==> src/shared/ispe_pkg.sv <==
// constants and carrier types for the i2c slave port engine
// assumes a single 10 MHz clock and synchronous active-low reset
// Notes on behaviour
// - no function until port enable bit set; start and stop still set the interrupt flag in the SP and master modes
// - four-bit mode field selects operating mode
// - pins open-drain, driven only when needed
// - match or data byte: ack and load buffer
// - full or overflow: no ack, no load, flag
// - buffer read clears full; overflow cleared by software
// - after start shift eight bits on scl rise
// - compare bits seven to one at eighth fall
// - match: load, full, ack, interrupt at ninth fall
// - ten-bit first byte is 11110 A9 A8 0
// - ten-bit byte sets update flag, stretches scl
// - write match clears direction, buffers address
// - read match sets direction, acks, stretches scl
// - transmit bits change on falling scl
// - master nack at ninth rise ends transfer
// - general call matches all-zero write address
// - ten-bit general call skips update flag
// - reset or disable clears start and stop bits
// - master mode flags start and stop only, no bytes or ack
package ispe_pkg;
	localparam int CON1_MODE_LSB = 0;
	localparam int CON1_CLKREL_BIT = 4;
	localparam int CON1_EN_BIT = 5;
	localparam int CON1_OVF_BIT = 6;
	localparam int CON2_GENERAL_CALL_ENABLE_BIT = 7;
	localparam logic [3:0] MODE_MASTER = 4'h8;
	localparam logic [3:0] MODE_SLV7 = 4'h6;
	localparam logic [3:0] MODE_SLV10 = 4'h7;
	localparam logic [3:0] MODE_FWMASTER = 4'hB;
	localparam logic [3:0] MODE_SLV7_SP = 4'hE;
	localparam logic [3:0] MODE_SLV10_SP = 4'hF;
	localparam logic [4:0] TEN_BIT_PREFIX = 5'h1E;
	localparam logic [7:0] GCALL_ADDR = 8'h00;
	localparam logic [3:0] BITS_PER_BYTE = 4'h8;
	localparam logic [7:0] ADDR_RESET = 8'h00;

	typedef struct packed {
		logic start_seen;
		logic stop_seen;
		logic scl_rise;
		logic scl_fall;
		logic scl;
		logic sda;
	} ispe_bus_ev_t;

	typedef struct packed {
		logic direction;
		logic update_needed;
		logic start_bit;
		logic stop_bit;
		logic buffer_full_flag;
	} ispe_status_t;
endpackage

==> src/rtl/ispe_line_sync.sv <==
// synchroniser and start/stop detector for scl and sda
// assumes pins open-drain with external pull-ups
`timescale 1ns/1ns
module ispe_line_sync (
	// clock and reset
	input wire logic clk,
	input wire logic rst_n,
	// bus pins
	input wire logic scl_in,
	input wire logic sda_in,
	// events
	output ispe_pkg::ispe_bus_ev_t ev
);
	logic [1:0] scl_s_q, scl_s_d, sda_s_q, sda_s_d;
	logic scl_p_q, scl_p_d, sda_p_q, sda_p_d;

	always_comb begin
		scl_s_d = {scl_s_q[0], scl_in};
		sda_s_d = {sda_s_q[0], sda_in};
		scl_p_d = scl_s_q[1];
		sda_p_d = sda_s_q[1];
	end

	always_ff @(posedge clk) begin
		if (!rst_n) begin
			scl_s_q <= 2'h3;
			sda_s_q <= 2'h3;
			scl_p_q <= 1'b1;
			sda_p_q <= 1'b1;
		end else begin
			scl_s_q <= scl_s_d;
			sda_s_q <= sda_s_d;
			scl_p_q <= scl_p_d;
			sda_p_q <= sda_p_d;
		end
	end

	// sda edge while scl held high
	assign ev.start_seen = scl_s_q[1] && scl_p_q && sda_p_q && !sda_s_q[1];
	assign ev.stop_seen = scl_s_q[1] && scl_p_q && !sda_p_q && sda_s_q[1];
	assign ev.scl_rise = scl_s_q[1] && !scl_p_q;
	assign ev.scl_fall = !scl_s_q[1] && scl_p_q;
	assign ev.scl = scl_s_q[1];
	assign ev.sda = sda_s_q[1];
endmodule // ispe_line_sync

==> src/rtl/ispe_skid_buf.sv <==
// two-entry buffer with valid/ready on both sides
// assumes one clock; drain side may stall
`timescale 1ns/1ns
module ispe_skid_buf (
	// clock and reset
	input wire logic clk,
	input wire logic rst_n,
	input wire logic flush,
	// fill side
	input wire logic in_valid,
	output logic in_ready,
	input wire logic [7:0] in_data,
	// drain side
	output logic out_valid,
	input wire logic out_ready,
	output logic [7:0] out_data
);
	logic [7:0] mem_q [2];
	logic [7:0] mem_d [2];
	logic rd_q, rd_d, wr_q, wr_d;
	logic [1:0] cnt_q, cnt_d;
	logic push, pop, rdy_q;

	// registered so the ready output comes straight from a flop
	assign in_ready = rdy_q;
	assign out_valid = cnt_q != 2'h0;
	assign out_data = mem_q[rd_q];
	assign push = in_valid && in_ready;
	assign pop = out_valid && out_ready;

	always_comb begin
		mem_d = mem_q;
		if (push) begin
			mem_d[wr_q] = in_data;
		end
		wr_d = push ? !wr_q : wr_q;
		rd_d = pop ? !rd_q : rd_q;
		cnt_d = cnt_q + {1'b0, push} - {1'b0, pop};
		if (flush) begin
			wr_d = 1'b0;
			rd_d = 1'b0;
			cnt_d = 2'h0;
		end
	end

	always_ff @(posedge clk) begin
		if (!rst_n) begin
			rd_q <= 1'b0;
			wr_q <= 1'b0;
			cnt_q <= 2'h0;
			rdy_q <= 1'b1;
			mem_q[0] <= 8'h00;
			mem_q[1] <= 8'h00;
		end else begin
			rd_q <= rd_d;
			wr_q <= wr_d;
			cnt_q <= cnt_d;
			rdy_q <= cnt_d != 2'h2;
			mem_q <= mem_d;
		end
	end
endmodule // ispe_skid_buf

==> src/rtl/ispe_slave_engine.sv <==
// i2c slave engine: address match, ack, stretch, transmit
// assumes software strobes are one-cycle pulses on clk
`timescale 1ns/1ns
module ispe_slave_engine (
	// clock and reset
	input wire logic clk,
	input wire logic rst_n,
	// control bits
	input wire logic [7:0] control_reg_one,
	input wire logic [7:0] control_reg_two,
	input wire logic [1:0] pin_direction_reg,
	input wire logic [7:0] own_address_wdata,
	input wire logic own_address_wr,
	input wire logic overflow_clear,
	input wire logic clock_release_set,
	input wire logic irq_flag_clear,
	// transfer buffer
	input wire logic buffer_rd,
	input wire logic [7:0] tx_data,
	input wire logic tx_valid,
	output logic tx_ready,
	output logic [7:0] transfer_buffer,
	// status
	output ispe_pkg::ispe_status_t port_status_reg,
	output logic receive_overflow_flag,
	output logic port_interrupt_flag,
	output logic clock_release_bit,
	output logic [7:0] own_address_reg,
	// pins
	input wire logic scl_in,
	input wire logic sda_in,
	output logic scl_out,
	output logic scl_oe,
	output logic sda_out,
	output logic sda_oe
);
	typedef enum logic [5:0] {
		ST_IDLE = 6'h01,
		ST_RXBITS = 6'h02,
		ST_ACK = 6'h04,
		ST_TXBITS = 6'h08,
		ST_TXACK = 6'h10,
		ST_STRETCH = 6'h20
	} ispe_state_t;

	ispe_pkg::ispe_bus_ev_t ev;
	ispe_state_t st_q, st_d;
	logic [7:0] sr_q, sr_d, buf_q, buf_d, adr_q, adr_d;
	logic [3:0] bit_q, bit_d;
	logic full_q, full_d, ovf_q, ovf_d, irq_q, irq_d, ckp_q, ckp_d;
	logic dir_q, dir_d, ua_q, ua_d, s_q, s_d, p_q, p_d;
	logic ack_q, ack_d, addr_ph_q, addr_ph_d, hi_ok_q, hi_ok_d;
	logic sda_lo_q, sda_lo_d, scl_lo_q, scl_lo_d, sda_oe_q, scl_oe_q;
	logic enabled, i2c_mode, slave_mode, ten_bit, sp_irq, pins_in;
	logic match7, match10hi, match10lo, gcall, hit;
	logic tb_valid, tb_pop;
	logic [7:0] tb_data;

	ispe_line_sync u_sync (
		.clk(clk),
		.rst_n(rst_n),
		.scl_in(scl_in),
		.sda_in(sda_in),
		.ev(ev)
	);

	// transmit words wait here until the stretch ends
	ispe_skid_buf u_txbuf (
		.clk(clk),
		.rst_n(rst_n),
		.flush(!enabled),
		.in_valid(tx_valid),
		.in_ready(tx_ready),
		.in_data(tx_data),
		.out_valid(tb_valid),
		.out_ready(tb_pop),
		.out_data(tb_data)
	);

	function automatic logic is_mode(input logic [3:0] m, input logic [3:0] v);
		return m == v;
	endfunction

	wire [3:0] mode = control_reg_one[ispe_pkg::CON1_MODE_LSB +: 4];
	assign enabled = control_reg_one[ispe_pkg::CON1_EN_BIT];
	assign ten_bit = is_mode(mode, ispe_pkg::MODE_SLV10)
		|| is_mode(mode, ispe_pkg::MODE_SLV10_SP);
	assign sp_irq = is_mode(mode, ispe_pkg::MODE_SLV7_SP)
		|| is_mode(mode, ispe_pkg::MODE_SLV10_SP)
		|| is_mode(mode, ispe_pkg::MODE_MASTER)
		|| is_mode(mode, ispe_pkg::MODE_FWMASTER);
	assign slave_mode = ten_bit || sp_irq && !is_mode(mode,
		ispe_pkg::MODE_MASTER) && !is_mode(mode, ispe_pkg::MODE_FWMASTER)
		|| is_mode(mode, ispe_pkg::MODE_SLV7);
	assign i2c_mode = slave_mode || is_mode(mode, ispe_pkg::MODE_MASTER)
		|| is_mode(mode, ispe_pkg::MODE_FWMASTER);
	assign pins_in = &pin_direction_reg;
	assign tb_pop = 1'b0 || (st_q == ST_STRETCH && clock_release_set
		&& dir_q);

	assign match7 = sr_q[7:1] == adr_q[7:1];
	assign match10hi = sr_q[7:3] == ispe_pkg::TEN_BIT_PREFIX
		&& sr_q[2:1] == adr_q[2:1];
	assign match10lo = sr_q == adr_q && hi_ok_q;
	assign gcall = control_reg_two[ispe_pkg::CON2_GENERAL_CALL_ENABLE_BIT]
		&& sr_q == ispe_pkg::GCALL_ADDR;
	assign hit = gcall || (ten_bit ? (match10hi && !sr_q[0] || match10lo)
		: match7);

	always_comb begin
		st_d = st_q;
		sr_d = sr_q;
		buf_d = buf_q;
		adr_d = own_address_wr ? own_address_wdata : adr_q;
		bit_d = bit_q;
		full_d = buffer_rd ? 1'b0 : full_q;
		ovf_d = overflow_clear ? 1'b0 : ovf_q;
		irq_d = irq_flag_clear ? 1'b0 : irq_q;
		ckp_d = clock_release_set ? 1'b1 : ckp_q;
		dir_d = dir_q;
		ua_d = own_address_wr ? 1'b0 : ua_q;
		s_d = s_q;
		p_d = p_q;
		ack_d = ack_q;
		addr_ph_d = addr_ph_q;
		hi_ok_d = hi_ok_q;
		sda_lo_d = sda_lo_q;
		scl_lo_d = scl_lo_q && !own_address_wr && !clock_release_set;
		if (ev.start_seen) begin
			s_d = 1'b1;
			p_d = 1'b0;
			if (sp_irq) begin
				irq_d = 1'b1;
			end
		end
		if (ev.stop_seen) begin
			p_d = 1'b1;
			s_d = 1'b0;
			if (sp_irq) begin
				irq_d = 1'b1;
			end
		end
		case (st_q)
			ST_IDLE: begin
			end
			ST_RXBITS: begin
				if (ev.scl_rise) begin
					sr_d = {sr_q[6:0], ev.sda};
					bit_d = bit_q + 4'h1;
				end
				if (ev.scl_fall && bit_q == ispe_pkg::BITS_PER_BYTE) begin
					ack_d = addr_ph_q ? hit : 1'b1;
					if (ack_d && (full_q || ovf_q)) begin
						ack_d = 1'b0;
						ovf_d = 1'b1;
						irq_d = 1'b1;
					end else if (ack_d) begin
						buf_d = sr_q;
						full_d = 1'b1;
						sda_lo_d = 1'b1;
						if (addr_ph_q) begin
							dir_d = sr_q[0] && !gcall;
						end
					end
					st_d = ack_d || (full_q || ovf_q) && (!addr_ph_q || hit)
						? ST_ACK : ST_IDLE;
					if (!ack_d && !(addr_ph_q && hit)) begin
						st_d = addr_ph_q ? ST_IDLE : ST_ACK;
					end
				end
			end
			ST_ACK: begin
				if (ev.scl_fall) begin
					sda_lo_d = 1'b0;
					bit_d = 4'h0;
					irq_d = 1'b1;
					st_d = ST_RXBITS;
					if (ack_q && addr_ph_q) begin
						if (ten_bit && !gcall && !(match10hi && dir_q)) begin
							ua_d = 1'b1;
							scl_lo_d = 1'b1;
							hi_ok_d = match10hi;
							addr_ph_d = match10hi;
						end else begin
							addr_ph_d = 1'b0;
						end
						if (dir_q) begin
							ckp_d = 1'b0;
							scl_lo_d = 1'b1;
							st_d = ST_STRETCH;
						end
					end
				end
			end
			ST_STRETCH: begin
				if (ckp_d && tb_valid) begin
					sr_d = tb_data;
					scl_lo_d = 1'b0;
					sda_lo_d = !tb_data[7];
					bit_d = 4'h0;
					st_d = ST_TXBITS;
				end
			end
			ST_TXBITS: begin
				if (ev.scl_fall) begin
					bit_d = bit_q + 4'h1;
					sr_d = {sr_q[6:0], 1'b0};
					sda_lo_d = bit_q != 4'h7 && !sr_q[6];
					if (bit_q == 4'h7) begin
						st_d = ST_TXACK;
					end
				end
			end
			ST_TXACK: begin
				if (ev.scl_rise) begin
					if (ev.sda) begin
						st_d = ST_IDLE;
						dir_d = 1'b0;
						full_d = 1'b0;
						ua_d = 1'b0;
					end else begin
						st_d = ST_ACK;
						dir_d = 1'b1;
						ack_d = 1'b1;
						addr_ph_d = 1'b1;
						hi_ok_d = 1'b0;
					end
				end
			end
			default: st_d = ST_IDLE;
		endcase
		if (ev.start_seen && slave_mode) begin
			st_d = ST_RXBITS;
			bit_d = 4'h0;
			addr_ph_d = 1'b1;
			sda_lo_d = 1'b0;
			scl_lo_d = 1'b0;
		end
		if (ev.stop_seen) begin
			st_d = ST_IDLE;
			sda_lo_d = 1'b0;
			scl_lo_d = 1'b0;
			hi_ok_d = 1'b0;
		end
		if (!enabled || !slave_mode) begin
			st_d = ST_IDLE;
			sda_lo_d = 1'b0;
			scl_lo_d = 1'b0;
		end
		if (!enabled) begin
			s_d = 1'b0;
			p_d = 1'b0;
		end
		if (buffer_rd) begin
			full_d = 1'b0;
		end
	end

	always_ff @(posedge clk) begin
		if (!rst_n) begin
			st_q <= ST_IDLE;
			sr_q <= 8'h00;
			buf_q <= 8'h00;
			adr_q <= ispe_pkg::ADDR_RESET;
			bit_q <= 4'h0;
			{full_q, ovf_q, irq_q, ckp_q, dir_q, ua_q} <= 6'h00;
			{s_q, p_q, ack_q, addr_ph_q, hi_ok_q} <= 5'h00;
			{sda_lo_q, scl_lo_q, sda_oe_q, scl_oe_q} <= 4'h0;
		end else begin
			st_q <= st_d;
			sr_q <= sr_d;
			buf_q <= buf_d;
			adr_q <= adr_d;
			bit_q <= bit_d;
			{full_q, ovf_q, irq_q, ckp_q, dir_q, ua_q} <=
				{full_d, ovf_d, irq_d, ckp_d, dir_d, ua_d};
			{s_q, p_q, ack_q, addr_ph_q, hi_ok_q} <=
				{s_d, p_d, ack_d, addr_ph_d, hi_ok_d};
			{sda_lo_q, scl_lo_q} <= {sda_lo_d, scl_lo_d};
			sda_oe_q <= sda_lo_d && enabled && i2c_mode && pins_in;
			scl_oe_q <= scl_lo_d && enabled && i2c_mode && pins_in;
		end
	end

	assign transfer_buffer = buf_q;
	assign port_status_reg = '{direction: dir_q, update_needed: ua_q,
		start_bit: s_q, stop_bit: p_q, buffer_full_flag: full_q};
	assign receive_overflow_flag = ovf_q;
	assign port_interrupt_flag = irq_q;
	assign clock_release_bit = ckp_q;
	assign own_address_reg = adr_q;
	assign scl_out = 1'b0;
	assign sda_out = 1'b0;
	assign scl_oe = scl_oe_q;
	assign sda_oe = sda_oe_q;

	full_block_a: assert property (@(posedge clk) disable iff (!rst_n)
		st_q == ST_RXBITS && ev.scl_fall && bit_q == 4'h8
		&& (full_q || ovf_q) && !buffer_rd && !overflow_clear
		&& (!addr_ph_q || hit)
		|=> !sda_lo_q && ovf_q && buf_q == $past(buf_q))
		else $error("ack given while buffer busy");
	read_clear_a: assert property (@(posedge clk) disable iff (!rst_n)
		buffer_rd |=> !full_q)
		else $error("buffer read left full flag");
	disable_sp_a: assert property (@(posedge clk) disable iff (!rst_n)
		!enabled |=> !s_q && !p_q && !sda_oe_q && !scl_oe_q)
		else $error("disabled port kept state");
	ua_release_a: assert property (@(posedge clk) disable iff (!rst_n)
		own_address_wr && !ev.start_seen |=> !ua_q)
		else $error("address write left update flag");
	nack_end_a: assert property (@(posedge clk) disable iff (!rst_n)
		st_q == ST_TXACK && ev.scl_rise && ev.sda && enabled && slave_mode
		&& !ev.start_seen |=> st_q == ST_IDLE && !dir_q)
		else $error("nack did not end transfer");
	start_rx_a: assert property (@(posedge clk) disable iff (!rst_n)
		ev.start_seen && enabled && slave_mode && !ev.stop_seen
		|=> st_q == ST_RXBITS && bit_q == 4'h0)
		else $error("start not followed by receive");
	stretch_hold_a: assert property (@(posedge clk) disable iff (!rst_n)
		st_q == ST_STRETCH && !clock_release_set && enabled && slave_mode
		&& !ev.stop_seen && !ev.start_seen |=> st_q == ST_STRETCH)
		else $error("stretch ended without release");
	gc_no_ua_a: assert property (@(posedge clk) disable iff (!rst_n)
		st_q == ST_ACK && ev.scl_fall && gcall && addr_ph_q && !ua_q
		&& !ev.start_seen |=> !ua_q)
		else $error("general call set update flag");
	addr_cov_c: cover property (@(posedge clk) st_q == ST_ACK && ack_q);
	tx_cov_c: cover property (@(posedge clk) st_q == ST_TXBITS);
	ua_cov_c: cover property (@(posedge clk) ua_q);
endmodule // ispe_slave_engine

==> config.mk <==
export PLATFORM = sky130hd
export DESIGN_NAME = ispe_slave_engine
export DESIGN_NICKNAME = d
export VERILOG_FILES = /design/src/shared/ispe_pkg.sv /design/src/rtl/ispe_line_sync.sv /design/src/rtl/ispe_skid_buf.sv /design/src/rtl/ispe_slave_engine.sv
export SDC_FILE = /design/constraint.sdc
export NUM_CORES = 1
export LEC_CHECK = 0
export ABC_AREA = 1
export BUFFER_PORTS_ARGS = -buffer_cell sky130_fd_sc_hd__buf_2
export CAP_MARGIN = 30
export CORE_MARGIN = 5
export CORE_UTILIZATION = 35
export DETAILED_ROUTE_END_ITERATION = 7
export PLACE_DENSITY_LB_ADDON = 0.3
export SLEW_MARGIN = 20
export SYNTH_ARGS = -nofsm -noshare
export SYNTH_HDL_FRONTEND = slang
export SYNTH_SLANG_ARGS = --single-unit
==> constraint.sdc <==
create_clock -name clk -period 2.54 [get_ports clk]
set_input_delay 0.381 -clock clk [delete_from_list [all_inputs] [get_ports clk]]
set_output_delay 0.381 -clock clk [all_outputs]
set_load 0.01 [all_outputs]
==> run_results.csv, run 1 <==
group,metric,value,unit
status,run_status,"finished clean",
pwr,p_leak,2.11,nW
run,maxCapViolations,0,
sta,setup_violations,0,
floorplan,die_y,114,µm
drt,wl_met1,4260,µm
synth,synth_cell_types,43,
sta,fin_setup_tns,0,ns
synth,yosys_most_used_dff,"dfxtp_1",
clocking,ctsHoldBuffers,0,
critical_path,crit_required,2.78,ns
synth,synth_cells,545,
drt,vias,3508,
cells_and_area,regMostFlops,"u_txbuf.mem_q",
cells_and_area,largest_reg_flops,16,
placed_design,numPortBuffers,60,
grt,grt_pass1_wl,15700,µm
drt,totalWireLength,9310,µm
hold_path,hold_class,"in -> reg",
sta,fin_crit_sh,77.5,%
grt,grt_overflow,0,
drt,highest_layer,"met4",
critical_path,crit_fanout,19,
critical_path,crit_type,"reg -> reg",
critical_path,crit_path_start_kind,"flop",
grt,grt_max_degree,51,
drt,wl_met3,432,µm
synth,netlist_area,3780,µm²
cells_and_area,num_antenna_cells,0,
cells_and_area,synthToLayoutAreaGrowth,15.4,%
sta,fmax,508,MHz
clocking,clk_path_buf_depth,2,
placed_design,dpl.hpwl,7010,µm
floorplan,dieArea,13000,µm²
clocking,cts_tree,"built",
synth,syn_area_per_cell,6.94,µm²
sta,report.final.hold_viol_count,0,
sta,min_period,1.97,ns
synth,ys_warn_count,0,
grt,grt_use_total,14.9,%
clocking,htreeDepth,3,
clocking,numCtsBuffers,9,
grt,first_global_vias,3402,
sta,rsz0062_at_grt,"no",
placed_design,place_congestion,0.893,
synth,yosys-top-cells-area,"dfxtp_1, nor2_1, nand2_1",
clocking,cts_root_buf,"clkbuf_8",
cells_and_area,drive_gt1_share,19.4,%
placed_design,dp_cells,731,
drt,drtPass1Iterations,4,
clocking,clk_pin_slew,0.09,ns
pwr,max-vdd-ir-drop,0.000283,V
synth,synth_edf_count,0,
drt,wl_met2,4460,µm
cells_and_area,n_fill_cell,1143,
cells_and_area,final_nets,650,
synth,synth_top_area_share,40.2,%
pwr,p_total,2.39,mW
drt,drcViolationCount,0,
grt,antenna_found_initial,0,
drt,ant_nets,0,
synth,synth.largest_area_cell,"dfxtp_1",
synth,async_flop_share,0,%
clocking,clock-sinks,76,
sta,fin_skew,0.00854,ns
pwr,powerDensity,549,nW/µm²
cells_and_area,fin_cells,747,
drt,wl_per_cell,12.5,µm
drt,drt_iter0_markers,96,
floorplan,coreArea,10700,µm²
floorplan,num_rows,38,
floorplan,io-pin-count,73,
critical_path,endpoint_kind,"flop",
clocking,clock_latency,0.35,ns
sta,finalMaxSlewViolations,0,
floorplan,floorplan.initialDensity,35.4,%
synth,synth_seq_area_share,40.2,%
drt,vias_per_cell,4.70,
floorplan,die_w,114,µm
clocking,cts_resized,0,
synth,synth_seq_cells,76,
clocking,post_cts_buffers,0,
critical_path,arrival,2.21,ns
area by class of cell:
cell class / instances / area (µm²) / area share, %
multi-input combinational: 375 / 1840 / 42.2
sequential: 76 / 1520 / 34.9
timing repair buffer: 64 / 330 / 7.57
inverter: 76 / 285 / 6.53
tap: 140 / 175 / 4.01
clock buffer: 11 / 151 / 3.47
clock inverter: 5 / 58.8 / 1.35
power by group:
group,internal (mW),switching [mW]
registers,1.22,0.0180
logic,0.0680,0.107
clock network,0.509,0.470
cell usage after synthesis (8+ instances only):
| library cell | n |
|---|---|
| buf_4 | 8 |
| inv_1 | 61 |
| nand3_1 | 17 |
| nor2_1 | 103 |
| o21ai_0 | 39 |
| dfxtp_1 | 76 |
| inv_2 | 12 |
| o21ai_1 | 9 |
| a21oi_1 | 48 |
| nand2_1 | 98 |
layer usage:
metal	GRT usage, %	up-vias
li1	-	1839
met1	19.0	1589
met2	25.0	63
met3	3.18	17
met4	5.15	0
met5	0	-
layout by cell type, fill, tap and decap left out, types with 5 or more instances in the layout:
cell	count
nand2_2	5
inv_1	61
nor2_1	103
clkbuf_8	11
a21oi_1	48
buf_2	60
nand3_1	17
dfxtp_1	76
o21ai_0	39
xor2_1	5
o21ai_1	9
inv_2	12
nand2_1	98
worst max-delay path, cell delays in order, from the launching register on:
cell and delay [ns]:
dfxtp_1 0.41, inv_2 0.07, nand2_1 0.08, nor2_2 0.05, nand3_2 0.08, buf_4 0.24, o21ai_1 0.13, nor2_2 0.23
nand3b_2 0.16, inv_2 0.14, nand2_1 0.06, nand2_1 0.14, a21oi_1 0.06
path summary, 6_finish.rpt:
path,slack (ns),from,to,depth (start not counted)
worst max-delay path,0.57,st_q[1]$_SDFFE_PP0P_,bit_q[0]$_SDFFE_PP0P_,12
worst min-delay path,0.20,sda_in,u_sync.sda_s_q[0]$_SDFF_PN1_,2
worst max register to register,0.57,st_q[1]$_SDFFE_PP0P_,bit_q[0]$_SDFFE_PP0P_,12
worst min register to register,0.43,u_sync.sda_s_q[0]$_SDFF_PN1_,u_sync.sda_s_q[1]$_SDFF_PN1_,1
stage by stage:
stage,util [%],setup WS [ns],hold slack [ns],area (µm²)
final,40.8,0.571,0.203,4370
after floorplan,-,0.736,0.393,3790
after CTS,40.8,0.563,0.188,4370
after global placement,38.8,0.648,0.406,4160
after global routing,40.8,0.364,0.187,4370
after detailed placement,38.8,0.577,0.418,4160
cells by family (layout without fill, tap and decap cells):
logic type / Yosys count / after routing / synth area share (%)
buffers and inverters: 95 / 156 / 11.1
xor gates and xnor gates: 7 / 7 / 1.62
other: 1 / 2 / 0.0991
AOI/OAI and AO/OA: 109 / 109 / 15.4
and+or+nand+nor: 253 / 253 / 30.2
DFF: 76 / 76 / 40.2
adders and majority gates: 4 / 4 / 1.32
(Power assumes the default switching activity.)
==> run 2, diff against run 1 <==
Clock period 2.54 ns to 2 ns, I/O delays scaled along.
==> run_results.csv, run 2 (same netlist as run 1, synthesis figures left out) <==
group,metric,value,unit
sta,fmax,533,MHz
clocking,clk_path_buf_depth,2,
sta,hold-worst-slack,0.120,ns
drt,drt_iter0_markers,125,
pwr,powerDensity,689,nW/µm²
clocking,htreeDepth,3,
critical_path,endpoint_kind,"flop",
pwr,p_int,2.34,mW
placed_design,post_dp_cell_area,4210,µm²
cells_and_area,drive_gt1_share,22.2,%
pwr,power_frac_clock,41.8,%
critical_path,arrival,2.14,ns
clocking,ctsHoldBuffers,0,
placed_design,place_ws,0.120,ns
drt,drcViolationCount,0,
sta,fin_skew,0.00878,ns
pwr,max-vdd-ir-drop,0.000421,V
floorplan,io-pin-count,73,
cells_and_area,regMostFlops,"u_txbuf.mem_q",
cells_and_area,synthToLayoutAreaGrowth,18.8,%
cells_and_area,final_area,4490,µm²
sta,report.final.hold_viol_count,0,
critical_path,crit_fanout,3,
placed_design,place_congestion,0.907,
placed_design,dpl.hpwl,7160,µm
grt,grt_pass1_wl,15800,µm
drt,vias,3601,
pwr,p_seq_share,50.9,%
cells_and_area,num_antenna_cells,0,
critical_path,crit_path_start_kind,"flop",
grt,grt_overflow,0,
sta,setup_violations,0,
grt,first_global_vias,3386,
sta,finalMaxSlewViolations,0,
drt,totalWireLength,9630,µm
drt,wl_per_cell,12.7,µm
floorplan,die_w,114,µm
cells_and_area,final_cell_mix,"nor2_1, nand2_1, dfxtp_1",
clocking,clk_pin_slew,0.08,ns
sta,final.setup.worst_slack,0.124,ns
status,run_status,"finished clean",
sta,fin_crit_sh,93.8,%
drt,vias_per_cell,4.76,
sta,min_period,1.88,ns
cells_and_area,largest_reg_flops,16,
clocking,numCtsBuffers,9,
hold_path,hp-start,"sda_in",
pwr,p_sw_share,24.5,%
critical_path,crit_required,2.26,ns
clocking,cts_tree,"built",
pwr,p_leak,2.17,nW
run,maxCapViolations,0,
placed_design,numPortBuffers,60,
critical_path,worstReg2RegStart,"st_q[3]$_SDFFE_PP0P_",
pwr,switchingPower,0.758,mW
floorplan,die_y,114,µm
hold_path,hold_class,"in -> reg",
clocking,cts_root_buf,"clkbuf_8",
pwr,comb_power_share,7.3,%
grt,grt_max_degree,51,
critical_path,worstSetupStartpoint,"st_q[3]$_SDFFE_PP0P_",
grt,antenna_found_initial,0,
floorplan,num_rows,38,
drt,ant_nets,0,
grt,grt_use_total,15.0,%
floorplan,coreArea,10700,µm²
floorplan,dieArea,13000,µm²
floorplan,floorplan.initialDensity,35.4,%
cells_and_area,final_common_cell,"nor2_1",
drt,drtPass1Iterations,4,
clocking,clock_latency,0.36,ns
critical_path,crit_type,"reg -> reg",
cells_and_area,final_nets,661,
clocking,clock-sinks,76,
-- run 2: repair_timing --
action,4_1_cts,5_1_grt
buffers inserted,0,4
setup endpoints to repair,0,10
resized for setup,0,13
endpoints found under the hold margin,0,0
-- run 2: path summary, 6_finish.rpt --
| check | to | slack, ns | depth (start not counted) |
|---|---|---|---|
| max | u_txbuf.in_ready$_SDFF_PN1_ | 0.12 | 11 |
| min | u_sync.sda_s_q[0]$_SDFF_PN1_ | 0.12 | 2 |
| max reg2reg | u_txbuf.in_ready$_SDFF_PN1_ | 0.12 | 11 |
| min reg2reg | u_sync.sda_s_q[1]$_SDFF_PN1_ | 0.42 | 1 |
-- run 2: critical path: stages, from the launching register on --
cell	delay [ns]
dfxtp_1	0.33
inv_2	0.08
nand2_2	0.08
nor2_4	0.12
nand3_4	0.10
nor4_4	0.30
ha_1	0.28
inv_1	0.06
ha_2	0.16
xor2_1	0.06
nor2_1	0.14
nand2_1	0.06
-- run 2: final cells by class --
type,instances,area [µm²]
sequential,76,1530
clock buffer,9,124
inverter,76,285
tap,140,175
multi-input combinational,375,1880
timing repair buffer,75,417
fill,1161,6210
clock inverter,6,88.8
-- run 2: routing by layer --
layer / global-route usage [%] / vias to the layer above / wire length [µm]
li1: - / 1856 / -
met3: 2.97 / 18 / 357
met1: 18.6 / 1649 / 4390
met5: 0 / - / 0
met4: 5.62 / 0 / 203
met2: 25.8 / 78 / 4680
-- run 2: through the flow --
stage	setup TNS (ns)	total power, mW	instances	utilization [%]
floorplan	0	1.75	546	-
global placement	0	1.83	738	39.3
detailed placement	0	1.84	738	39.3
CTS	0	3.12	753	41.3
global route	-0.0165	3.22	757	42.0
finish	0	3.10	757	42.0
-- run 2: power by group through the flow --
stage / Combinational, mW / Clock (mW) / Sequential, mW
2_1_floorplan: 0.136 / 0 / 1.61
4_1_cts: 0.228 / 1.32 / 1.58
6_report: 0.227 / 1.29 / 1.58
3_3_place_gp: 0.223 / 0 / 1.61
5_1_grt: 0.260 / 1.38 / 1.58
3_5_place_dp: 0.227 / 0 / 1.61
==> run 3, diff against run 2 <==
==> constraint.sdc (replaced) <==
create_clock -name clk -period 2 [get_ports clk]
set_input_delay 0.4 -clock clk [delete_from_list [all_inputs] [get_ports clk]]
set_output_delay 0.4 -clock clk [all_outputs]
set_load 0.01 [all_outputs]
==> run_results.csv, run 3 (same netlist as run 1, synthesis figures left out) <==
group,metric,value,unit
run,maxCapViolations,0,
clocking,clock_latency,0.35,ns
drt,drcViolationCount,0,
status,run_status,"finished clean",
sta,report.final.hold_viol_count,0,
critical_path,crit_path_start_kind,"flop",
clocking,numCtsBuffers,9,
clocking,cts_root_buf,"clkbuf_8",
grt,grt_pass1_wl,15900,µm
cells_and_area,final_area,4480,µm²
critical_path,crit_required,2.25,ns
critical_path,endpoint_kind,"flop",
grt,grt_overflow,0,
clocking,ctsHoldBuffers,0,
sta,setup_violations,0,
sta,hold-worst-slack,0.239,ns
cells_and_area,largest_reg_flops,16,
grt,antenna_found_initial,0,
floorplan,io-pin-count,73,
sta,rsz0062_at_grt,"yes",
drt,drtPass1Iterations,4,
critical_path,crit_fanout,3,
hold_path,hold_class,"in -> reg",
critical_path,arrival,2.06,ns
drt,drt_iter0_markers,137,
placed_design,numPortBuffers,60,
floorplan,die_w,114,µm
placed_design,place_ws,0.119,ns
cells_and_area,final_core_util,41.9,%
clocking,clock-sinks,76,
clocking,clk_pin_slew,0.08,ns
clocking,cts_tree,"built",
grt,global_route.usage.met1,18.5,%
pwr,max-vdd-ir-drop,0.000422,V
critical_path,crit_type,"reg -> reg",
clocking,cts_resized,0,
cells_and_area,final_cell_mix,"nor2_1, nand2_1, dfxtp_1",
clocking,post_cts_buffers,0,
placed_design,dpl.hpwl,7230,µm
floorplan,die_y,114,µm
floorplan,num_rows,38,
grt,grt_max_degree,51,
drt,totalWireLength,9520,µm
pwr,p_total,3.16,mW
grt,use_met3,3.66,%
cells_and_area,num_antenna_cells,0,
floorplan,dieArea,13000,µm²
cells_and_area,final_nets,660,
pwr,powerDensity,705,nW/µm²
clocking,htreeDepth,3,
cells_and_area,regMostFlops,"u_txbuf.mem_q",
sta,min_period,1.81,ns
grt,first_global_vias,3451,
cells_and_area,drive_gt1_share,21.2,%
drt,vias_per_cell,4.67,
drt,ant_nets,0,
sta,fin_skew,0.00929,ns
sta,fmax,552,MHz
drt,wl_per_cell,12.6,µm
cells_and_area,final_common_cell,"nor2_1",
placed_design,place_congestion,0.887,
sta,finalMaxSlewViolations,0,
drt,vias,3536,
placed_design,post_dp_cell_area,4230,µm²
grt,busiest_layer,"met2",
grt,grt_use_total,15.2,%
grt,grt.met2_usage,26.5,%
sta,final.setup.worst_slack,0.188,ns
sta,fin_crit_sh,90.6,%
floorplan,coreArea,10700,µm²
cells_and_area,synthToLayoutAreaGrowth,18.4,%
pwr,p_leak,2.18,nW
floorplan,floorplan.initialDensity,35.4,%
clocking,clk_path_buf_depth,2,
==> run 3: power breakdown <==
group	internal (mW)	switching (mW)	total (mW)
registers	1.55	0.0234	1.58
clock network	0.748	0.604	1.35
logic	0.0909	0.140	0.230
==> run 3: final timing paths <==
kind	start	to	slack [ns]	cells past startpoint
worst max-delay path	st_q[3]$_SDFFE_PP0P_	u_txbuf.in_ready$_SDFF_PN1_	0.19	11
worst min-delay path	sda_in	u_sync.sda_s_q[0]$_SDFF_PN1_	0.24	2
worst max register to register	st_q[3]$_SDFFE_PP0P_	u_txbuf.in_ready$_SDFF_PN1_	0.19	11
worst min register to register	u_sync.scl_s_q[0]$_SDFF_PN1_	u_sync.scl_s_q[1]$_SDFF_PN1_	0.43	1
==> run 3: metrics by stage <==
step	TNS, ns	instances
after floorplan	0	546
after global routing	-0.00927	757
final	0	757
after CTS	0	757
after global placement	0	741
after detailed placement	0	741
==> run 3: area by class of cell <==
| cell class | count | area (µm²) |
|---|---|---|
| Fill cell | 1122 | 6220 |
| Multi-Input combinational cell | 375 | 1860 |
| Sequential cell | 76 | 1520 |
| Timing Repair Buffer | 74 | 405 |
| Inverter | 76 | 285 |
| Tap cell | 140 | 175 |
| Clock buffer | 10 | 138 |
| Clock inverter | 6 | 93.8 |
==> run 3: worst max-delay path, stage by stage (launching register included) <==
cell and delay, ns:
dfxtp_1 0.32, inv_2 0.07, nand2_1 0.09, nor2_2 0.17, nand3_2 0.13, nor4_4 0.19, ha_1 0.18, inv_1 0.04
ha_1 0.19, xor2_1 0.16, nor2_1 0.11, nand2_1 0.06
==> run 3: layer usage <==
| metal | part of all wire (%) | wire (µm) | up-vias |
|---|---|---|---|
| met3 | 3.7 | 353 | 12 |
| met4 | 1.8 | 173 | 0 |
| met2 | 50 | 4720 | 67 |
| met1 | 45 | 4270 | 1596 |
| li1 | - | - | 1861 |
| met5 | 0 | 0 | - |
